## config.mk

```make
export PLATFORM = sky130hd
export DESIGN_NAME = qps_sequencer
export DESIGN_NICKNAME = d
export VERILOG_FILES = /design/src/include/qps_pkg.sv /design/src/hw/qps_sequencer.sv /design/src/hw/qps_sync.sv
export SDC_FILE = /design/constraint.sdc
export NUM_CORES = 1
export LEC_CHECK = 0
export BUFFER_PORTS_ARGS = -buffer_cell sky130_fd_sc_hd__buf_2
export CORE_UTILIZATION = 35
export DETAILED_ROUTE_END_ITERATION = 16
export GPL_TIMING_DRIVEN = 0
export SLEW_MARGIN = 15
export SYNTH_ARGS = -nofsm -noshare
export SYNTH_HDL_FRONTEND = slang
export SYNTH_HIERARCHICAL = 1
export SYNTH_SLANG_ARGS = --single-unit
```

## constraint.sdc

```tcl
create_clock -name clock -period 3.4 [get_ports clock]
set_input_delay 0 -clock clock [delete_from_list [all_inputs] [get_ports clock]]
set_output_delay 0 -clock clock [all_outputs]
set_load 0.1 [all_outputs]
```

## src/include/qps_pkg.sv

```systemverilog
// ****************************************************************
// Shared constants and types of the quad port power sequencer.
// ****************************************************************
package qps_pkg;
    localparam int NUM_PORTS = 4;
    // Clock rate and the period of the internal delay timebase.
    localparam int CLK_MHZ = 50;
    localparam int TICK_US = 100;
    localparam int TICK_CYCLES = TICK_US * CLK_MHZ;
    localparam int DIV_W = 13;
    // Documented delays in microseconds.
    localparam int RELAY_ON_US = 25600;
    localparam int RELAY_OFF_US = 3200;
    localparam int ARM_US = 900000;
    localparam int TO_DEFAULT_US = 6400;
    // Delays in timebase ticks; least times round up.
    localparam int CNT_W = 18;
    localparam int QUAL_W = 9;
    localparam logic [QUAL_W-1:0] QUAL_TICKS =
        QUAL_W'((RELAY_ON_US + TICK_US - 1) / TICK_US + 1);
    localparam logic [CNT_W-1:0] RELAY_ON_TICKS =
        CNT_W'((RELAY_ON_US + TICK_US - 1) / TICK_US);
    localparam logic [CNT_W-1:0] RELAY_OFF_TICKS =
        CNT_W'((RELAY_OFF_US + TICK_US - 1) / TICK_US);
    localparam logic [CNT_W-1:0] ARM_TICKS =
        CNT_W'((ARM_US + TICK_US - 1) / TICK_US);
    localparam int TO_DEFAULT_TICKS = TO_DEFAULT_US / TICK_US;
    // Off time as a multiple of the overcurrent timeout per duty.
    localparam logic [6:0] OFF_MULT_1PCT = 7'h63;
    localparam logic [6:0] OFF_MULT_2PCT = 7'h31;
    localparam logic [6:0] OFF_MULT_4PCT = 7'h18;
    localparam int OFF_MULT_MAX = 99;
    // Width of the bundle of pin inputs passed through the synchroniser.
    localparam int PIN_W = 30;

    typedef enum logic [2:0] {
        PS_OFF = 3'b000,
        PS_RLY_WAIT = 3'b001,
        PS_READY = 3'b010,
        PS_START = 3'b011,
        PS_ON = 3'b100,
        PS_RLY_OFF = 3'b101,
        PS_OC_LATCH = 3'b110,
        PS_OPEN_LATCH = 3'b111
    } qps_port_state_t;
endpackage

```

## src/hw/qps_sequencer.sv

```systemverilog
`timescale 1ns/1ps
// Behaviour
// - Switch starts only with relay and qualified supply.
// - Relay rise: relay on, switch ignored 25.6ms.
// - Relay fall: switch off, relay off 3.2ms later.
// - Relay changes only while switch is off, except on undervoltage, which turns both off in the same cycle.
// - Undervoltage holds all switches and relays off.
// - Soft start sources gate until fully on.
// - Overcurrent past timeout latches off, discharges gate.
// - Retry restarts after duty-derived off time.
// - Power good needs low drop, no limit.
// - Sense at limit enters foldback current limit.
// - Triple limit sense applies fast gate pulldown.
// - Open detector arms 900ms after power good.
// - Common input enables open detection everywhere.
// - Open trip latches off and sets flag.
// - Relay driver polarity set by variant parameter.
// - Four independent ports share supply monitor.
// - Status select routes power good or open flag.
// - Without retry, latch holds until enable has fallen and the off time has passed.
// - Duty input picks 1, 2 or 4 percent.
// - Shared low fault output when any latched.
module qps_sequencer
    import qps_pkg::*;
#(
    parameter int TICK_DIV = TICK_CYCLES,
    parameter int TO_TICKS = TO_DEFAULT_TICKS,
    parameter bit RELAY_ACTIVE_LOW = 1'b1
) (
    input wire logic clock,
    input wire logic sys_rst,
    input wire logic supplyOk,
    input wire logic [qps_pkg::NUM_PORTS-1:0] switchEnable,
    input wire logic [qps_pkg::NUM_PORTS-1:0] relayEnableIn,
    input wire logic openDetectEnable,
    input wire logic statusSelect,
    input wire logic retryEnable,
    input wire logic dutyHigh,
    input wire logic dutyOpen,
    input wire logic [qps_pkg::NUM_PORTS-1:0] limitSenseHit,
    input wire logic [qps_pkg::NUM_PORTS-1:0] fastSenseHit,
    input wire logic [qps_pkg::NUM_PORTS-1:0] openSenseHit,
    input wire logic [qps_pkg::NUM_PORTS-1:0] dropOk,
    output logic [qps_pkg::NUM_PORTS-1:0] relayDriveOut,
    output logic [qps_pkg::NUM_PORTS-1:0] gateSource,
    output logic [qps_pkg::NUM_PORTS-1:0] gateDischarge,
    output logic [qps_pkg::NUM_PORTS-1:0] gateFastDischarge,
    output logic [qps_pkg::NUM_PORTS-1:0] foldbackActive,
    output logic [qps_pkg::NUM_PORTS-1:0] statusOut,
    output logic faultN
);
    import qps_pkg::*;

    // ****************************************************************
    // Parameter checks and derived constants
    // ****************************************************************
    if (TICK_DIV < 2 || TICK_DIV >= (1 << DIV_W)) begin : gen_bad_div
        $error("TICK_DIV out of range");
    end
    if (TO_TICKS < 1 || TO_TICKS * OFF_MULT_MAX >= (1 << CNT_W) - 1) begin : gen_bad_to
        $error("TO_TICKS out of range");
    end

    localparam logic [DIV_W-1:0] DIV_LAST = DIV_W'(TICK_DIV - 1);
    localparam logic [CNT_W-1:0] TO_LIMIT = CNT_W'(TO_TICKS);
    localparam logic [NUM_PORTS-1:0] RELAY_OFF_LEVEL = {NUM_PORTS{RELAY_ACTIVE_LOW}};

    // ****************************************************************
    // State record
    // ****************************************************************
    typedef struct packed {
        qps_port_state_t [NUM_PORTS-1:0] st;
        logic [NUM_PORTS-1:0][CNT_W-1:0] cnt;
        logic [NUM_PORTS-1:0] lastLimit;
        logic [NUM_PORTS-1:0] enLowSeen;
        logic [DIV_W-1:0] div;
        logic tick;
        logic [QUAL_W-1:0] qual;
        logic qualified;
        logic [NUM_PORTS-1:0] relay;
        logic [NUM_PORTS-1:0] gate;
        logic [NUM_PORTS-1:0] pull;
        logic [NUM_PORTS-1:0] fast;
        logic [NUM_PORTS-1:0] fold;
        logic [NUM_PORTS-1:0] stat;
        logic faultN;
    } qps_state_t;

    qps_state_t state;
    qps_state_t next_state;

    // ****************************************************************
    // Pin synchronisation
    // ****************************************************************
    logic [PIN_W-1:0] pinRaw;
    logic [PIN_W-1:0] pinSync;
    logic supplyS;
    logic [NUM_PORTS-1:0] enS;
    logic [NUM_PORTS-1:0] relayS;
    logic detectS;
    logic selS;
    logic retryS;
    logic dutyHighS;
    logic dutyOpenS;
    logic [NUM_PORTS-1:0] limS;
    logic [NUM_PORTS-1:0] fastS;
    logic [NUM_PORTS-1:0] lowS;
    logic [NUM_PORTS-1:0] dropS;

    // Every pin is asynchronous, so all of them pass two stages.
    assign pinRaw = {supplyOk, switchEnable, relayEnableIn, openDetectEnable, statusSelect,
                     retryEnable, dutyHigh, dutyOpen, limitSenseHit, fastSenseHit,
                     openSenseHit, dropOk};
    assign {supplyS, enS, relayS, detectS, selS, retryS, dutyHighS, dutyOpenS,
            limS, fastS, lowS, dropS} = pinSync;

    qps_sync #(
        .WIDTH(PIN_W)
    ) pinSyncInst (
        .clock(clock),
        .sys_rst(sys_rst),
        .asyncIn(pinRaw),
        .syncOut(pinSync)
    );

    // ****************************************************************
    // Helper functions
    // ****************************************************************
    // Count one tick, saturating so a long wait never wraps.
    function automatic logic [CNT_W-1:0] bump(input logic [CNT_W-1:0] v, input logic t);
        return (t && v != '1) ? v + 1'b1 : v;
    endfunction

    // Off time after an overcurrent latch, from the three-level duty input.
    function automatic logic [CNT_W-1:0] offTime(input logic hi, input logic open);
        logic [6:0] m;
        m = open ? OFF_MULT_4PCT : (hi ? OFF_MULT_2PCT : OFF_MULT_1PCT);
        return CNT_W'(TO_LIMIT * CNT_W'(m));
    endfunction

    // A switch is driven only in soft start or fully on.
    function automatic logic gateOn(input qps_port_state_t s);
        return (s == PS_START) || (s == PS_ON);
    endfunction

    // ****************************************************************
    // Next-state logic
    // ****************************************************************
    logic [CNT_W-1:0] offLimit;
    logic limChange;
    logic [CNT_W-1:0] counted;

    // Timebase, supply qualification and the four port sequencers.
    always_comb begin
        next_state = state;
        offLimit = offTime(dutyHighS, dutyOpenS);
        limChange = 1'b0;
        counted = '0;
        // One shared timebase paces every millisecond delay.
        next_state.tick = 1'b0;
        if (state.div == DIV_LAST) begin
            next_state.div = '0;
            next_state.tick = 1'b1;
        end else begin
            next_state.div = state.div + 1'b1;
        end
        // The supply must stay good for longer than the turn-on delay.
        if (!supplyS) begin
            next_state.qual = '0;
        end else if (state.tick && state.qual != QUAL_TICKS) begin
            next_state.qual = state.qual + 1'b1;
        end
        next_state.qualified = (next_state.qual == QUAL_TICKS);
        // Each port runs on its own state and counter, sharing the supply monitor.
        for (int i = 0; i < NUM_PORTS; i++) begin
            limChange = limS[i] != state.lastLimit[i];
            counted = bump(state.cnt[i], state.tick);
            next_state.lastLimit[i] = limS[i];
            case (state.st[i])
                PS_OFF: begin
                    next_state.cnt[i] = '0;
                    if (relayS[i]) begin
                        next_state.st[i] = PS_RLY_WAIT;
                    end
                end
                PS_RLY_WAIT: begin
                    next_state.cnt[i] = counted;
                    if (!relayS[i]) begin
                        next_state.st[i] = PS_RLY_OFF;
                        next_state.cnt[i] = '0;
                    end else if (state.cnt[i] > RELAY_ON_TICKS) begin
                        next_state.st[i] = PS_READY;
                    end
                end
                PS_READY: begin
                    next_state.cnt[i] = '0;
                    if (!relayS[i]) begin
                        next_state.st[i] = PS_RLY_OFF;
                    end else if (enS[i] && state.qualified) begin
                        next_state.st[i] = PS_START;
                    end
                end
                PS_START, PS_ON: begin
                    if (!relayS[i]) begin
                        next_state.st[i] = PS_RLY_OFF;
                        next_state.cnt[i] = '0;
                    end else if (!enS[i]) begin
                        next_state.st[i] = PS_READY;
                        next_state.cnt[i] = '0;
                    end else if (limS[i]) begin
                        // Time the stay in current limit.
                        next_state.cnt[i] = limChange ? '0 : counted;
                        if (!limChange && state.cnt[i] > TO_LIMIT) begin
                            next_state.st[i] = PS_OC_LATCH;
                            next_state.cnt[i] = '0;
                            next_state.enLowSeen[i] = 1'b0;
                        end
                    end else if (state.st[i] == PS_START) begin
                        next_state.cnt[i] = '0;
                        if (dropS[i]) begin
                            next_state.st[i] = PS_ON;
                        end
                    end else if (limChange || !dropS[i]) begin
                        next_state.cnt[i] = '0;
                    end else begin
                        // Power good holds: count towards arming the detector.
                        next_state.cnt[i] = counted;
                        if (state.cnt[i] > ARM_TICKS && detectS && lowS[i]) begin
                            next_state.st[i] = PS_OPEN_LATCH;
                            next_state.cnt[i] = '0;
                        end
                    end
                end
                PS_RLY_OFF: begin
                    next_state.cnt[i] = counted;
                    if (state.cnt[i] > RELAY_OFF_TICKS) begin
                        next_state.st[i] = PS_OFF;
                    end
                end
                PS_OC_LATCH: begin
                    next_state.cnt[i] = counted;
                    if (!enS[i]) begin
                        next_state.enLowSeen[i] = 1'b1;
                    end
                    if (!relayS[i]) begin
                        next_state.st[i] = PS_RLY_OFF;
                        next_state.cnt[i] = '0;
                    end else if (state.cnt[i] > offLimit) begin
                        if (retryS) begin
                            next_state.st[i] = PS_START;
                            next_state.cnt[i] = '0;
                        end else if (state.enLowSeen[i]) begin
                            next_state.st[i] = PS_READY;
                            next_state.cnt[i] = '0;
                        end
                    end
                end
                PS_OPEN_LATCH: begin
                    next_state.cnt[i] = '0;
                    if (!relayS[i]) begin
                        next_state.st[i] = PS_RLY_OFF;
                    end else if (!enS[i]) begin
                        next_state.st[i] = PS_READY;
                    end
                end
                default: begin
                    next_state.st[i] = PS_OFF;
                    next_state.cnt[i] = '0;
                end
            endcase
            // Undervoltage lockout resets the port outright.
            if (!supplyS) begin
                next_state.st[i] = PS_OFF;
                next_state.cnt[i] = '0;
            end
        end
        // Registered outputs follow the new port states; the fast pulldown follows the current state.
        for (int i = 0; i < NUM_PORTS; i++) begin
            next_state.relay[i] = (next_state.st[i] != PS_OFF) ^ RELAY_ACTIVE_LOW;
            next_state.gate[i] = gateOn(next_state.st[i]);
            next_state.pull[i] = !gateOn(next_state.st[i]);
            next_state.fast[i] = fastS[i] && gateOn(state.st[i]);
            next_state.fold[i] = limS[i] && gateOn(next_state.st[i]);
            // Power good when on with low drop and no limit, else the open flag.
            next_state.stat[i] = selS
                ? (next_state.st[i] == PS_ON && dropS[i] && !limS[i])
                : (next_state.st[i] == PS_OPEN_LATCH);
        end
        next_state.faultN = supplyS;
        for (int i = 0; i < NUM_PORTS; i++) begin
            if (next_state.st[i] == PS_OC_LATCH || next_state.st[i] == PS_OPEN_LATCH) begin
                next_state.faultN = 1'b0;
            end
        end
        if (sys_rst) begin
            next_state = '0;
            next_state.relay = RELAY_OFF_LEVEL;
            next_state.pull = '1;
            next_state.faultN = 1'b1;
        end
    end

    // Register the whole state record.
    always_ff @(posedge clock) begin
        state <= next_state;
    end

    // ****************************************************************
    // Outputs
    // ****************************************************************
    // Every output is a field of the registered state.
    assign relayDriveOut = state.relay;
    assign gateSource = state.gate;
    assign gateDischarge = state.pull;
    assign gateFastDischarge = state.fast;
    assign foldbackActive = state.fold;
    assign statusOut = state.stat;
    assign faultN = state.faultN;

    logic [NUM_PORTS-1:0] relayOn;
    // Relay state as a logical on level, whatever the variant polarity.
    assign relayOn = state.relay ^ RELAY_OFF_LEVEL;
endmodule

```

## src/hw/qps_sync.sv

```systemverilog
`timescale 1ns/1ps
// ****************************************************************
// Two flip-flop synchroniser for a bundle of pin levels.
// ****************************************************************
module qps_sync #(
    parameter int WIDTH = 1
) (
    input wire logic clock,
    input wire logic sys_rst,
    input wire logic [WIDTH-1:0] asyncIn,
    output logic [WIDTH-1:0] syncOut
);
    typedef struct packed {
        logic [WIDTH-1:0] stage1;
        logic [WIDTH-1:0] stage2;
    } qps_sync_state_t;

    qps_sync_state_t state;
    qps_sync_state_t next_state;

    // The first stage feeds only the second stage.
    always_comb begin
        next_state.stage1 = asyncIn;
        next_state.stage2 = state.stage1;
        if (sys_rst) begin
            next_state = '0;
        end
    end

    // Register both stages.
    always_ff @(posedge clock) begin
        state <= next_state;
    end

    assign syncOut = state.stage2;
endmodule

```

==> qor.json, run 1 <==
{
  "yosys": {
    "synth_cells": 1232,
    "number_of_synthesized_flops_with_an_enable_pin": 0,
    "synthDominantCellAreaShare_pct": 39.1,
    "top_ff_cell_synth": "dfxtp_1",
    "synth_top_cell_by_area": "dfxtp_1",
    "seq_area_frac_synth_pct": 39.1,
    "asyncSetResetFlopFracSynth_pct": 0,
    "yosysWarningCount": 6,
    "synth.area.top_cells": "dfxtp_1 39%, nor2_1 6.6%, nor2b_1 4.9%",
    "postSynthAreaPerCell_um2": 8.36,
    "netlist_area_mm2": 0.0103,
    "ys_seq_elements": 201,
    "synth.lib_cells_used.distinct": 79,
    "syn_nets": 1299
  },
  "pwr": {
    "p_int_w": 0.00405,
    "comb_power_share_pct": 4.7,
    "seq_power_share_pct": 46.6,
    "clkPwrFrac_pct": 48.7,
    "max_rail_drop_vdd_mv": 0.339,
    "power-per-cell-area_mw_per_mm2": 412,
    "report.power.total_w": 0.00517,
    "netSwitchingPower_w": 0.00112,
    "swShare_pct": 21.6,
    "cellLeakagePower_nw": 4.83
  },
  "timing": {
    "setup_repair_after_global_routing_missed_its_margin": "no",
    "timing_hold_violations_final": 0,
    "worst_clock_skew_ns": 0.00990,
    "fin_worst_hold_slack_ns": 0.0159,
    "final_max_slew_viol_count": 0,
    "worst_slew_pin_slew_ns": 0.989,
    "setup-tns-final_ns": 0,
    "timing.final.crit_share_pct": 96.1,
    "timing.final.setup_violations": 0,
    "max-slew-margin-rel_pct": 33.5,
    "period_minus_slack_ns": 3.27,
    "clock.fmax_ghz": 0.306
  },
  "global_routing": {
    "grt_start_max_net_pins": 15,
    "number_of_antenna_violations_at_the_first_check_in_global_routing": 0,
    "globalRouteOverflowTotal": 0,
    "groute.usage.overall_pct": 16.9,
    "grt_pass1_vias": 8435,
    "grt_pass1_wl_um": 42200
  },
  "finish": {
    "ratio_of_cells_with_drive_above_1_in_the_final_layout_pct": 13.6,
    "fillerInstances": 2861,
    "diodes": 0,
    "layout.cells.most_common": "dfxtp_1",
    "finish.net_count": 1446,
    "layout.cells.most_common_list": "201 x dfxtp_1, 180 x nor2_1, 85 x nand2_1, 80 x nor2b_1, 62 x buf_2",
    "area.growth.synth_to_final_pct": 21.8,
    "finish.instance_area_mm2": 0.0125
  },
  "floorplanning": {
    "fp-row-count": 62,
    "die_area_mm2": 0.0301,
    "chipHeight_um": 174,
    "initial_core_util_pct": 35.7,
    "core_mm2": 0.0289,
    "boundaryPins": 57,
    "fp.dieW_um": 174
  },
  "clocking": {
    "clk_pin_slew_ns": 0.06,
    "clock_path_buffers": 3,
    "cts_buffer_count": 23,
    "clk_latency_ns": 0.51,
    "ctsHtreeMaxLevel": 1,
    "cts_root_buffer": "clkbuf_16",
    "clock-sinks": 201,
    "cts_tree": "yes"
  },
  "critical_path": {
    "endpoint_kind": "flip-flop",
    "timing.critical_path.required_ns": 3.79,
    "critical_path.startpoint_type": "flip-flop",
    "largest_fanout_on_the_critical_path": 6,
    "worst-endpoint-arrival_ns": 3.65,
    "crit_type": "reg -> reg"
  },
  "drt": {
    "ant_nets": 0,
    "postRouteWirelength_um": 25300,
    "drt_iter0_drc": 549,
    "drcViolationCount": 0,
    "routed-via-count": 8860,
    "via_per_inst": 4.98,
    "detail_route.wl_per_cell_um": 14.3,
    "firstDrtPassIters": 7
  },
  "place": {
    "postPlaceCellArea_mm2": 0.0111,
    "hpwl_um": 17700,
    "io_buffer_count": 55,
    "globalplace.congestion": 0.881
  },
  "min_path": {
    "hold_path_class": "in -> reg"
  },
  "flow_run": {
    "max-cap-violations": 0
  },
  "run_status": {
    "run_status": "complete, no violations"
  }
}
path summary, 6_finish.rpt:
kind / start / to / slack, ns / depth (start not counted)
worst min-delay path: sys_rst / state[55]$_SDFF_PP0_ / 0.02 / 2
worst min register to register: pinSyncInst/state[40]$_SDFF_PP0_ / pinSyncInst/syncOut[10]$_SDFF_PP0_ / 0.43 / 1
worst max-delay path: pinSyncInst/syncOut[16]$_SDFF_PP0_ / foldbackActive[1]$_SDFF_PP0_ / 0.13 / 13
worst max register to register: pinSyncInst/syncOut[16]$_SDFF_PP0_ / foldbackActive[1]$_SDFF_PP0_ / 0.13 / 13
state kept, by name (all words and copies together), names as in the netlist:
signal	cells
gateDischarge	4
statusOut	4
foldbackActive	4
faultN	1
relayDriveOut	4
state	116
gateSource	4
pinSyncInst/syncOut	30
gateFastDischarge	4
pinSyncInst/state	30
what timing repair did:
action                                  in CTS  in global routing
hold endpoints to repair                    60                  0
hold buffers                                61                  0
pin swaps                                    1                  2
gates resized for setup                      7                 12
setup buffers                                5                  1
endpoints found under the setup margin      98                 46
critical path, cell delays in order, from the launching register on:
cell	delay (ns)
dfxtp_1	0.30
buf_4	0.18
nor2_4	0.18
clkinvlp_4	0.14
buf_4	0.16
ha_1	0.28
nor2b_1	0.14
o31a_1	0.23
o21ai_0	0.24
a21oi_1	0.12
a311oi_1	0.40
a221o_1	0.34
mux2i_2	0.35
nor2b_1	0.10
logic make-up after synthesis:
logic type | after synthesis | synth area share, %
XOR/XNOR | 85 | 7.23
multiplexers | 5 | 0.486
adder cells (fa/ha/maj) | 35 | 4.25
buffers and inverters | 149 | 7.67
AO/OA/AOI/OAI | 192 | 13.2
AND/OR/NAND/NOR | 565 | 28.1
flip-flops | 201 | 39.1
Yosys cell counts, types with 7 or more instances:
cell and number:
a21oi_1 36, dfxtp_1 201, nor3_1 18, nand4b_1 8, nand2b_1 14, inv_1 41
nand3_1 52, xor2_1 49, xnor2_1 36, nand4_1 24, and2_1 16, buf_4 54
o21ai_0 37, nand2_1 85, nor2b_1 80, a21o_1 10, clkbuf_1 42, and3_1 13
o211ai_1 7, nor2_1 181, or3_1 11, a31oi_1 13, buf_2 7, nor4_1 18
ha_1 35, nor3b_1 10
through the flow:
stage | setup WS (ns) | util (%) | std cells
after floorplan | 0.452 | - | 1232
after global placement | -1.02 | 38.3 | 1671
after detailed placement | -0.979 | 38.3 | 1671
after CTS | 0.0557 | 43.3 | 1777
after global routing | 0.00183 | 43.5 | 1778
final | 0.133 | 43.5 | 1778
power by group through the flow:
stage | sequential, W | combinational (W) | clock [W]
3_3_place_gp | 0.00246 | 0.000175 | 0
4_1_cts | 0.00241 | 0.000239 | 0.00259
2_1_floorplan | 0.00246 | 0.000114 | 0
5_1_grt | 0.00241 | 0.000265 | 0.00269
3_5_place_dp | 0.00246 | 0.000178 | 0
6_report | 0.00241 | 0.000242 | 0.00252
area by class of cell:
class                      instances  area, um^2  share of cell area, %
multi-input combinational        882        5540                   44.1
sequential                       201        4020                   32.1
timing repair buffer             122         931                   7.42
buffer                           108         638                   5.09
clock buffer                      27         621                   4.95
tap                              384         480                   3.83
inverter                          41         158                   1.26
clock inverter                    13         153                   1.22
metal layers:
layer	global-route usage [%]	wire [um]	up-vias
met4	5.46	624	0
li1	-	-	4532
met2	28.2	11700	180
met5	0	0	-
met1	22.4	12000	4109
met3	2.35	1050	39
Power figures use the tool's default switching activity.
==> inputs of run 2 (changes only) <==
==> constraint.sdc (replaced) <==
create_clock -name clock -period 4.1 [get_ports clock]
set_input_delay 0 -clock clock [delete_from_list [all_inputs] [get_ports clock]]
set_output_delay 0 -clock clock [all_outputs]
set_load 0.1 [all_outputs]
==> qor.json, run 2 (same netlist as run 1, synthesis figures left out) <==
{
  "clocking": {
    "clock_path_buffers": {"value": 3, "change": "unchanged"},
    "ctsHtreeMaxLevel": {"value": 1, "change": "unchanged"},
    "clk_latency": {"value": 0.51, "unit": "ns", "change": "about the same"},
    "cts_tree": {"value": "yes", "change": "unchanged"},
    "clock-sinks": {"value": 201, "change": "unchanged"},
    "cts_root_buffer": {"value": "clkbuf_16", "change": "unchanged"},
    "clk_pin_slew": {"value": 0.06, "unit": "ns", "change": "about the same"},
    "cts_buffer_count": {"value": 23, "change": "unchanged"}
  },
  "global_routing": {
    "global_route.usage.met1": {"value": 22.1, "unit": "%", "change": "was 22.4%"},
    "globalRouteMet2Util": {"value": 28.2, "unit": "%", "change": "about the same"},
    "groute.usage.overall": {"value": 16.8, "unit": "%", "change": "was 16.9%"},
    "grt_pass1_wl": {"value": 42000, "unit": "um", "change": "was 42200 um"},
    "globalRouteOverflowTotal": {"value": 0, "change": "unchanged"},
    "grt_pass1_vias": {"value": 8433, "change": "was 8435"},
    "number_of_antenna_violations_at_the_first_check_in_global_routing": {"value": 0, "change": "unchanged"},
    "grt.busiest_layer": {"value": "met2", "change": "unchanged"},
    "grt_util_met3": {"value": 2.48, "unit": "%", "change": "was 2.35%"},
    "grt_start_max_net_pins": {"value": 15, "change": "unchanged"}
  },
  "finish": {
    "layout.cells.most_common": {"value": "dfxtp_1", "change": "unchanged"},
    "diodes": {"value": 0, "change": "unchanged"},
    "fin_util": {"value": 43.1, "unit": "%", "change": "was 43.5%"},
    "ratio_of_cells_with_drive_above_1_in_the_final_layout": {"value": 12.4, "unit": "%", "change": "was 13.6%"},
    "fillerInstances": {"value": 2867, "change": "was 2861"},
    "finish.instance_area": {"value": 0.0124, "unit": "mm^2", "change": "was 0.0125 mm^2"},
    "layout.cells.most_common_list": {"value": "201 x dfxtp_1, 180 x nor2_1, 85 x nand2_1, 80 x nor2b_1, 62 x buf_2", "change": "unchanged"},
    "area.growth.synth_to_final": {"value": 20.8, "unit": "%", "change": "was 21.8%"},
    "largest_reg_flops": {"value": 116, "change": "unchanged"},
    "registers.top_by_ff_count": {"value": "state", "change": "unchanged"},
    "finish.net_count": {"value": 1440, "change": "was 1446"}
  },
  "timing": {
    "clock.fmax": {"value": 0.270, "unit": "GHz", "change": "was 0.306 GHz"},
    "setup-tns-final": {"value": 0, "unit": "ns", "change": "unchanged"},
    "max-slew-margin-rel": {"value": 32.4, "unit": "%", "change": "was 33.5%"},
    "timing.final.setup_violations": {"value": 0, "change": "unchanged"},
    "setup_repair_after_global_routing_missed_its_margin": {"value": "no", "change": "unchanged"},
    "timing_hold_violations_final": {"value": 0, "change": "unchanged"},
    "worst_clock_skew": {"value": 0.00949, "unit": "ns", "change": "was 0.00990 ns"},
    "final_max_slew_viol_count": {"value": 0, "change": "unchanged"},
    "timing.final.crit_share": {"value": 90.5, "unit": "%", "change": "was 96.1%"},
    "worst_slew_pin_slew": {"value": 1.01, "unit": "ns", "change": "was 0.989 ns"},
    "fin_worst_hold_slack": {"value": 0.0162, "unit": "ns", "change": "was 0.0159 ns"},
    "period_minus_slack": {"value": 3.71, "unit": "ns", "change": "was 3.27 ns"}
  },
  "drt": {
    "postRouteWirelength": {"value": 25200, "unit": "um", "change": "was 25300 um"},
    "drcViolationCount": {"value": 0, "change": "unchanged"},
    "via_per_inst": {"value": 4.97, "change": "was 4.98"},
    "drt_iter0_drc": {"value": 479, "change": "was 549"},
    "detail_route.wl_per_cell": {"value": 14.2, "unit": "um", "change": "was 14.3 um"},
    "ant_nets": {"value": 0, "change": "unchanged"},
    "routed-via-count": {"value": 8802, "change": "was 8860"},
    "firstDrtPassIters": {"value": 5, "change": "was 7"}
  },
  "floorplanning": {
    "fp.dieW": {"value": 174, "unit": "um", "change": "unchanged"},
    "die_area": {"value": 0.0301, "unit": "mm^2", "change": "unchanged"},
    "chipHeight": {"value": 174, "unit": "um", "change": "unchanged"},
    "initial_core_util": {"value": 35.7, "unit": "%", "change": "unchanged"},
    "boundaryPins": {"value": 57, "change": "unchanged"},
    "fp-row-count": {"value": 62, "change": "unchanged"},
    "core": {"value": 0.0289, "unit": "mm^2", "change": "unchanged"}
  },
  "pwr": {
    "max_rail_drop_vdd": {"value": 0.281, "unit": "mV", "change": "was 0.339 mV"},
    "power-per-cell-area": {"value": 344, "unit": "mW/mm^2", "change": "was 412 mW/mm^2"},
    "report.power.total": {"value": 0.00428, "unit": "W", "change": "was 0.00517 W"},
    "cellLeakagePower": {"value": 4.80, "unit": "nW", "change": "was 4.83 nW"}
  },
  "place": {
    "hpwl": {"value": 17700, "unit": "um", "change": "unchanged"},
    "postPlaceCellArea": {"value": 0.0111, "unit": "mm^2", "change": "unchanged"},
    "globalplace.congestion": {"value": 0.881, "change": "unchanged"},
    "io_buffer_count": {"value": 55, "change": "unchanged"}
  },
  "run_status": {
    "run_status": {"value": "complete, no violations", "change": "unchanged"}
  },
  "critical_path": {
    "worst-endpoint-arrival": {"value": 4.09, "unit": "ns", "change": "was 3.65 ns"},
    "timing.critical_path.required": {"value": 4.48, "unit": "ns", "change": "was 3.79 ns"},
    "largest_fanout_on_the_critical_path": {"value": 8, "change": "was 6"},
    "critical_path.startpoint_type": {"value": "flip-flop", "change": "unchanged"},
    "crit_type": {"value": "reg -> reg", "change": "unchanged"},
    "endpoint_kind": {"value": "flip-flop", "change": "unchanged"}
  },
  "flow_run": {
    "max-cap-violations": {"value": 0, "change": "unchanged"}
  },
  "min_path": {
    "hold_path_class": {"value": "in -> reg", "change": "unchanged"}
  }
}
## run 2: worst max-delay path: stages (launching register included)
cell	delay, ns
dfxtp_1	0.30
buf_4	0.18
nor2_4	0.28
inv_1	0.29
ha_1	0.39
a211oi_1	0.35
nand2_1	0.09
o311ai_1	0.37
a21oi_1	0.12
a211oi_1	0.26
a21oi_1	0.18
or3_1	0.41
a21boi_0	0.34
## run 2: per-layer routing
layer	wire length, um	vias to the layer above	part of all wire (%)
met4	612	0	2.4
met3	1120	37	4.5
li1	-	4517	-
met1	11900	4068	47
met2	11600	180	46
met5	0	-	0
## run 2: area by class of cell
class | count | area, um^2 | share of cell area [%]
Inverter | 41 | 154 | 1.24
Timing Repair Buffer | 116 | 886 | 7.12
Clock buffer | 27 | 621 | 4.99
Multi-Input combinational cell | 882 | 5490 | 44.1
Sequential cell | 201 | 4020 | 32.3
Buffer | 108 | 636 | 5.11
Clock inverter | 13 | 153 | 1.23
Tap cell | 384 | 480 | 3.86
## run 2: path summary, 6_finish.rpt
| check | start | to | slack [ns] | depth (start not counted) |
|---|---|---|---|---|
| hold reg to reg | pinSyncInst/state[40]$_SDFF_PP0_ | pinSyncInst/syncOut[10]$_SDFF_PP0_ | 0.43 | 1 |
| hold / removal | sys_rst | state[55]$_SDFF_PP0_ | 0.02 | 2 |
| setup / recovery | pinSyncInst/syncOut[16]$_SDFF_PP0_ | foldbackActive[2]$_SDFF_PP0_ | 0.39 | 12 |
| setup reg to reg | pinSyncInst/syncOut[16]$_SDFF_PP0_ | foldbackActive[2]$_SDFF_PP0_ | 0.39 | 12 |
## run 2: through the flow
step | std cells | setup slack [ns]
floorplan | 1232 | 1.15
CTS | 1772 | 0.00911
finish | 1772 | 0.390
detailed placement | 1671 | -0.279
global route | 1772 | 0.105
global placement | 1671 | -0.316
## run 2: report_power, final
group | leakage [nW] | total, W | switching [W] | internal (W)
Sequential | 1.63 | 0.00200 | 0.0000106 | 0.00199
Clock | 0.369 | 0.00209 | 0.000819 | 0.00127
Combinational | 2.80 | 0.000194 | 0.0000935 | 0.000101
## run 2: timing repair
item | 4_1_cts | 5_1_grt
gates resized for setup | 1 | 2
pin swaps | 0 | 0
hold endpoints to repair | 60 | 0
buffers inserted | 0 | 0
hold buffers | 61 | 0
setup endpoints to repair | 18 | 15
==> inputs of run 3 (changes only) <==
--- a/config.mk
+++ b/config.mk
@@ -12,5 +12,4 @@
 export SLEW_MARGIN = 15
 export SYNTH_ARGS = -nofsm -noshare
 export SYNTH_HDL_FRONTEND = slang
-export SYNTH_HIERARCHICAL = 1
 export SYNTH_SLANG_ARGS = --single-unit
==> qor.json, run 3 <==
{
  "run_status": {
    "run_status": {"value": "complete, no violations", "change": "unchanged"}
  },
  "timing": {
    "fin_worst_hold_slack": {"value": 0.224, "unit": "ns", "change": "was 0.0162 ns"},
    "max-slew-margin-rel": {"value": 41.7, "unit": "%", "change": "was 32.4%"},
    "timing_hold_violations_final": {"value": 0, "change": "unchanged"},
    "timing.final.crit_share": {"value": 93.2, "unit": "%", "change": "was 90.5%"},
    "worst_slew_pin_slew": {"value": 0.867, "unit": "ns", "change": "was 1.01 ns"},
    "worst_clock_skew": {"value": 0.0151, "unit": "ns", "change": "was 0.00949 ns"},
    "final_max_slew_viol_count": {"value": 0, "change": "unchanged"},
    "period_minus_slack": {"value": 3.82, "unit": "ns", "change": "was 3.71 ns"},
    "setup_repair_after_global_routing_missed_its_margin": {"value": "no", "change": "unchanged"},
    "clock.fmax": {"value": 0.262, "unit": "GHz", "change": "was 0.270 GHz"},
    "timing.final.setup_violations": {"value": 0, "change": "unchanged"},
    "setup-tns-final": {"value": 0, "unit": "ns", "change": "unchanged"}
  },
  "critical_path": {
    "r2r_setup_slack": {"value": 0.28, "unit": "ns", "change": "was 0.39 ns"},
    "worst_path_largest_cell_delay": {"value": 0.55, "unit": "ns", "change": "was 0.41 ns"},
    "endpoint_kind": {"value": "flip-flop", "change": "unchanged"},
    "worst-endpoint-arrival": {"value": 4.23, "unit": "ns", "change": "was 4.09 ns"},
    "reg2reg_depth": {"value": 10, "change": "was 12"},
    "critPathTopFamily": {"value": "simple AND/OR/NAND/NOR gates", "change": "was compound AO/OA/AOI/OAI gates"},
    "largest_fanout_on_the_critical_path": {"value": 8, "change": "unchanged"},
    "cp_cell_sequence": {"value": "nor2_2 > inv_1 > ha_1 > nand4b_1 > or4_4 > nand3_2 > a21oi_2 > or4_4 > or3b_1 > a211oi_2", "change": "was buf_4 > nor2_4 > inv_1 > ha_1 > a211oi_1 > nand2_1 > o311ai_1 > a21oi_1 > a211oi_1 > a21oi_1 > or3_1 > a21boi_0"},
    "r2r_start": {"value": "pinSyncInst.syncOut[16]$_SDFF_PP0_", "change": "was pinSyncInst/syncOut[16]$_SDFF_PP0_"},
    "cp_num_buf_inv": {"value": 1, "change": "was 2"},
    "timing.critical_path.required": {"value": 4.51, "unit": "ns", "change": "was 4.48 ns"},
    "critPathMostFrequentCell": "or4_4",
    "critical-path-slowest-cell": {"value": "or4_4", "change": "was or3_1"},
    "critical_path.reg2reg.endpoint": {"value": "statusOut[3]$_SDFF_PP0_", "change": "was foldbackActive[2]$_SDFF_PP0_"},
    "critical_path.startpoint_type": {"value": "flip-flop", "change": "unchanged"},
    "crit_type": {"value": "reg -> reg", "change": "unchanged"}
  },
  "pwr": {
    "power-per-cell-area": {"value": 351, "unit": "mW/mm^2", "change": "was 344 mW/mm^2"},
    "max_rail_drop_vdd": {"value": 0.288, "unit": "mV", "change": "was 0.281 mV"},
    "report.power.total": {"value": 0.00422, "unit": "W", "change": "was 0.00428 W"},
    "cellLeakagePower": {"value": 4.33, "unit": "nW", "change": "was 4.80 nW"}
  },
  "drt": {
    "firstDrtPassIters": {"value": 4, "change": "was 5"},
    "via_per_inst": {"value": 5.12, "change": "was 4.97"},
    "ant_nets": {"value": 0, "change": "unchanged"},
    "drt_iter0_drc": {"value": 367, "change": "was 479"},
    "routed-via-count": {"value": 8819, "change": "was 8802"},
    "detail_route.wl_per_cell": {"value": 15.1, "unit": "um", "change": "was 14.2 um"},
    "postRouteWirelength": {"value": 26000, "unit": "um", "change": "was 25200 um"},
    "drcViolationCount": {"value": 0, "change": "unchanged"}
  },
  "finish": {
    "largest_reg_flops": {"value": 116, "change": "unchanged"},
    "fin_util": {"value": 42.6, "unit": "%", "change": "was 43.1%"},
    "area.growth.synth_to_final": {"value": 18.3, "unit": "%", "change": "was 20.8%"},
    "fillerInstances": {"value": 2813, "change": "was 2867"},
    "registers.top_by_ff_count": {"value": "state", "change": "unchanged"},
    "layout.cells.most_common_list": {"value": "201 x dfxtp_1, 175 x nor2_1, 78 x nand2_1, 74 x nor2b_1, 58 x buf_2", "change": "was 201 x dfxtp_1, 180 x nor2_1, 85 x nand2_1, 80 x nor2b_1, 62 x buf_2"},
    "diodes": {"value": 0, "change": "unchanged"},
    "layout.cells.most_common": {"value": "dfxtp_1", "change": "unchanged"},
    "finish.instance_area": {"value": 0.0120, "unit": "mm^2", "change": "was 0.0124 mm^2"},
    "finish.net_count": {"value": 1392, "change": "was 1440"},
    "ratio_of_cells_with_drive_above_1_in_the_final_layout": {"value": 12.4, "unit": "%", "change": "about the same"}
  },
  "yosys": {
    "synth.lib_cells_used.distinct": {"value": 82, "change": "was 79"},
    "synthDominantCellAreaShare": {"value": 39.6, "unit": "%", "change": "was 39.1%"},
    "asyncSetResetFlopFracSynth": {"value": 0, "unit": "%", "change": "unchanged"},
    "ys_seq_elements": {"value": 201, "change": "unchanged"},
    "synth_cells": {"value": 1212, "change": "was 1232"},
    "postSynthAreaPerCell": {"value": 8.38, "unit": "um^2", "change": "was 8.36 um^2"},
    "number_of_synthesized_flops_with_an_enable_pin": {"value": 0, "change": "unchanged"},
    "synth.area.top_cells": {"value": "dfxtp_1 40%, nor2_1 6.5%, nor2b_1 4.6%", "change": "was dfxtp_1 39%, nor2_1 6.6%, nor2b_1 4.9%"},
    "top_ff_cell_synth": {"value": "dfxtp_1", "change": "unchanged"},
    "seq_area_frac_synth": {"value": 39.6, "unit": "%", "change": "was 39.1%"},
    "synth_top_cell_by_area": {"value": "dfxtp_1", "change": "unchanged"},
    "synth_most_common_cell": {"value": "dfxtp_1", "change": "unchanged"},
    "syn_nets": {"value": 1279, "change": "was 1299"},
    "synth.top_cells.by_count": {"value": "201 x dfxtp_1, 176 x nor2_1, 78 x nand2_1", "change": "was 201 x dfxtp_1, 181 x nor2_1, 85 x nand2_1"},
    "yosysWarningCount": {"value": 0, "change": "was 6"},
    "netlist_area": {"value": 0.0102, "unit": "mm^2", "change": "was 0.0103 mm^2"}
  },
  "clocking": {
    "cts_tree": {"value": "yes", "change": "unchanged"},
    "cts_buffer_count": {"value": 24, "change": "was 23"},
    "ctsHtreeMaxLevel": {"value": 1, "change": "unchanged"},
    "cts_root_buffer": {"value": "clkbuf_16", "change": "unchanged"},
    "clk_latency": {"value": 0.52, "unit": "ns", "change": "was 0.51 ns"},
    "clock_path_buffers": {"value": 3, "change": "unchanged"},
    "clk_pin_slew": {"value": 0.06, "unit": "ns", "change": "about the same"},
    "postCtsSetupRepairBufs": {"value": 0, "change": "unchanged"},
    "clock-sinks": {"value": 201, "change": "unchanged"}
  },
  "global_routing": {
    "grt_pass1_vias": {"value": 8142, "change": "was 8433"},
    "number_of_antenna_violations_at_the_first_check_in_global_routing": {"value": 0, "change": "unchanged"},
    "groute.usage.overall": {"value": 17.5, "unit": "%", "change": "was 16.8%"},
    "grt_start_max_net_pins": {"value": 14, "change": "was 15"},
    "globalRouteOverflowTotal": {"value": 0, "change": "unchanged"},
    "grt_pass1_wl": {"value": 41400, "unit": "um", "change": "was 42000 um"}
  },
  "flow_run": {
    "max-cap-violations": {"value": 0, "change": "unchanged"}
  },
  "min_path": {
    "min_delay_worst_endpoint": {"value": "pinSyncInst.state[38]$_SDFF_PP0_", "change": "was state[55]$_SDFF_PP0_"},
    "hold_path_class": {"value": "in -> reg", "change": "unchanged"},
    "min_path_cells": {"value": 3, "change": "was 2"},
    "hold_path.startpoint": {"value": "fastSenseHit[0]", "change": "was sys_rst"}
  },
  "floorplanning": {
    "fp.dieW": {"value": 172, "unit": "um", "change": "was 174 um"},
    "die_area": {"value": 0.0297, "unit": "mm^2", "change": "was 0.0301 mm^2"},
    "boundaryPins": {"value": 57, "change": "unchanged"},
    "core": {"value": 0.0282, "unit": "mm^2", "change": "was 0.0289 mm^2"},
    "fp-row-count": {"value": 61, "change": "was 62"},
    "initial_core_util": {"value": 36.1, "unit": "%", "change": "was 35.7%"},
    "chipHeight": {"value": 172, "unit": "um", "change": "was 174 um"}
  },
  "place": {
    "globalplace.congestion": {"value": 0.912, "change": "was 0.881"},
    "io_buffer_count": {"value": 56, "change": "was 55"},
    "postPlaceCellArea": {"value": 0.0109, "unit": "mm^2", "change": "was 0.0111 mm^2"},
    "hpwl": {"value": 18800, "unit": "um", "change": "was 17700 um"}
  }
}
[run 3: cell count changes after synthesis, moves of 7 or more]
cell     change
buf_4       -30
nor3_1      +15
and2_1      -14
xor2_1      -14
or3_1       +10
xnor2_1     +10
and3_1       +7
nand2_1      -7
[run 3: worst register-to-register path, stage by stage, from the launching register on]
cell	delay (ns)
dfxtp_1	0.44
nor2_2	0.47
inv_1	0.37
ha_1	0.41
nand4b_1	0.15
or4_4	0.52
nand3_2	0.09
a21oi_2	0.07
or4_4	0.55
or3b_1	0.40
a211oi_2	0.25
[run 3: logic make-up after synthesis]
kind of cell    synth area share, %
compound gates                 12.6
xor+xnor                       6.99
fa+ha+maj                      4.31
buf+inv                        5.68
flops                          39.6
mux                            1.22
simple gates                   29.6
[run 3: repair_timing]
item	CTS	global route
setup endpoints to repair	25	24
endpoints found under the hold margin	35	0
gates resized for setup	1	4
pin swaps	0	0
hold buffers	31	0
[run 3: worst max path at each step]
stage / startpoint / endpoint / slack (ns) / cells past startpoint
floorplan: pinSyncInst.syncOut[16]$_SDFF_PP0_ / statusOut[3]$_SDFF_PP0_ / 1.13 / 10
global placement: pinSyncInst.syncOut[16]$_SDFF_PP0_ / state[117]$_SDFF_PP0_ / -0.21 / 10
detailed placement: pinSyncInst.syncOut[16]$_SDFF_PP0_ / state[117]$_SDFF_PP0_ / -0.24 / 10
CTS: pinSyncInst.syncOut[16]$_SDFF_PP0_ / state[117]$_SDFF_PP0_ / 0.07 / 10
global route: pinSyncInst.syncOut[16]$_SDFF_PP0_ / foldbackActive[1]$_SDFF_PP0_ / 0.07 / 11
finish: pinSyncInst.syncOut[16]$_SDFF_PP0_ / statusOut[3]$_SDFF_PP0_ / 0.28 / 10
[run 3: through the flow]
stage          setup WS, ns  cells
5_1_grt              0.0744   1721
2_1_floorplan          1.13   1212
3_5_place_dp         -0.237   1646
3_3_place_gp         -0.213   1646
4_1_cts              0.0727   1721
6_report              0.281   1721
[run 3: final cells by class]
type | count | area (um^2) | area share (%)
buffer | 73 | 404 | 3.36
inverter | 46 | 173 | 1.44
clock buffer | 31 | 668 | 5.56
sequential | 201 | 4020 | 33.5
multi-input combinational | 892 | 5570 | 46.4
clock inverter | 13 | 106 | 0.885
tap | 378 | 473 | 3.94
timing repair buffer | 87 | 591 | 4.92
[run 3: report_power, final]
part           leakage (nW)  internal (W)  total (W)  switching (W)
logic                  2.33     0.0000683   0.000151      0.0000831
registers              1.63       0.00199    0.00201      0.0000210
clock network         0.370       0.00122    0.00206       0.000842
[run 3: routing by layer]
layer	GRT usage, %	up-vias	share of wire (%)
met5	0	-	0
met4	6.00	0	2.7
met3	2.38	45	4.7
met2	28.2	173	44
met1	23.9	4147	49
li1	-	4454	-
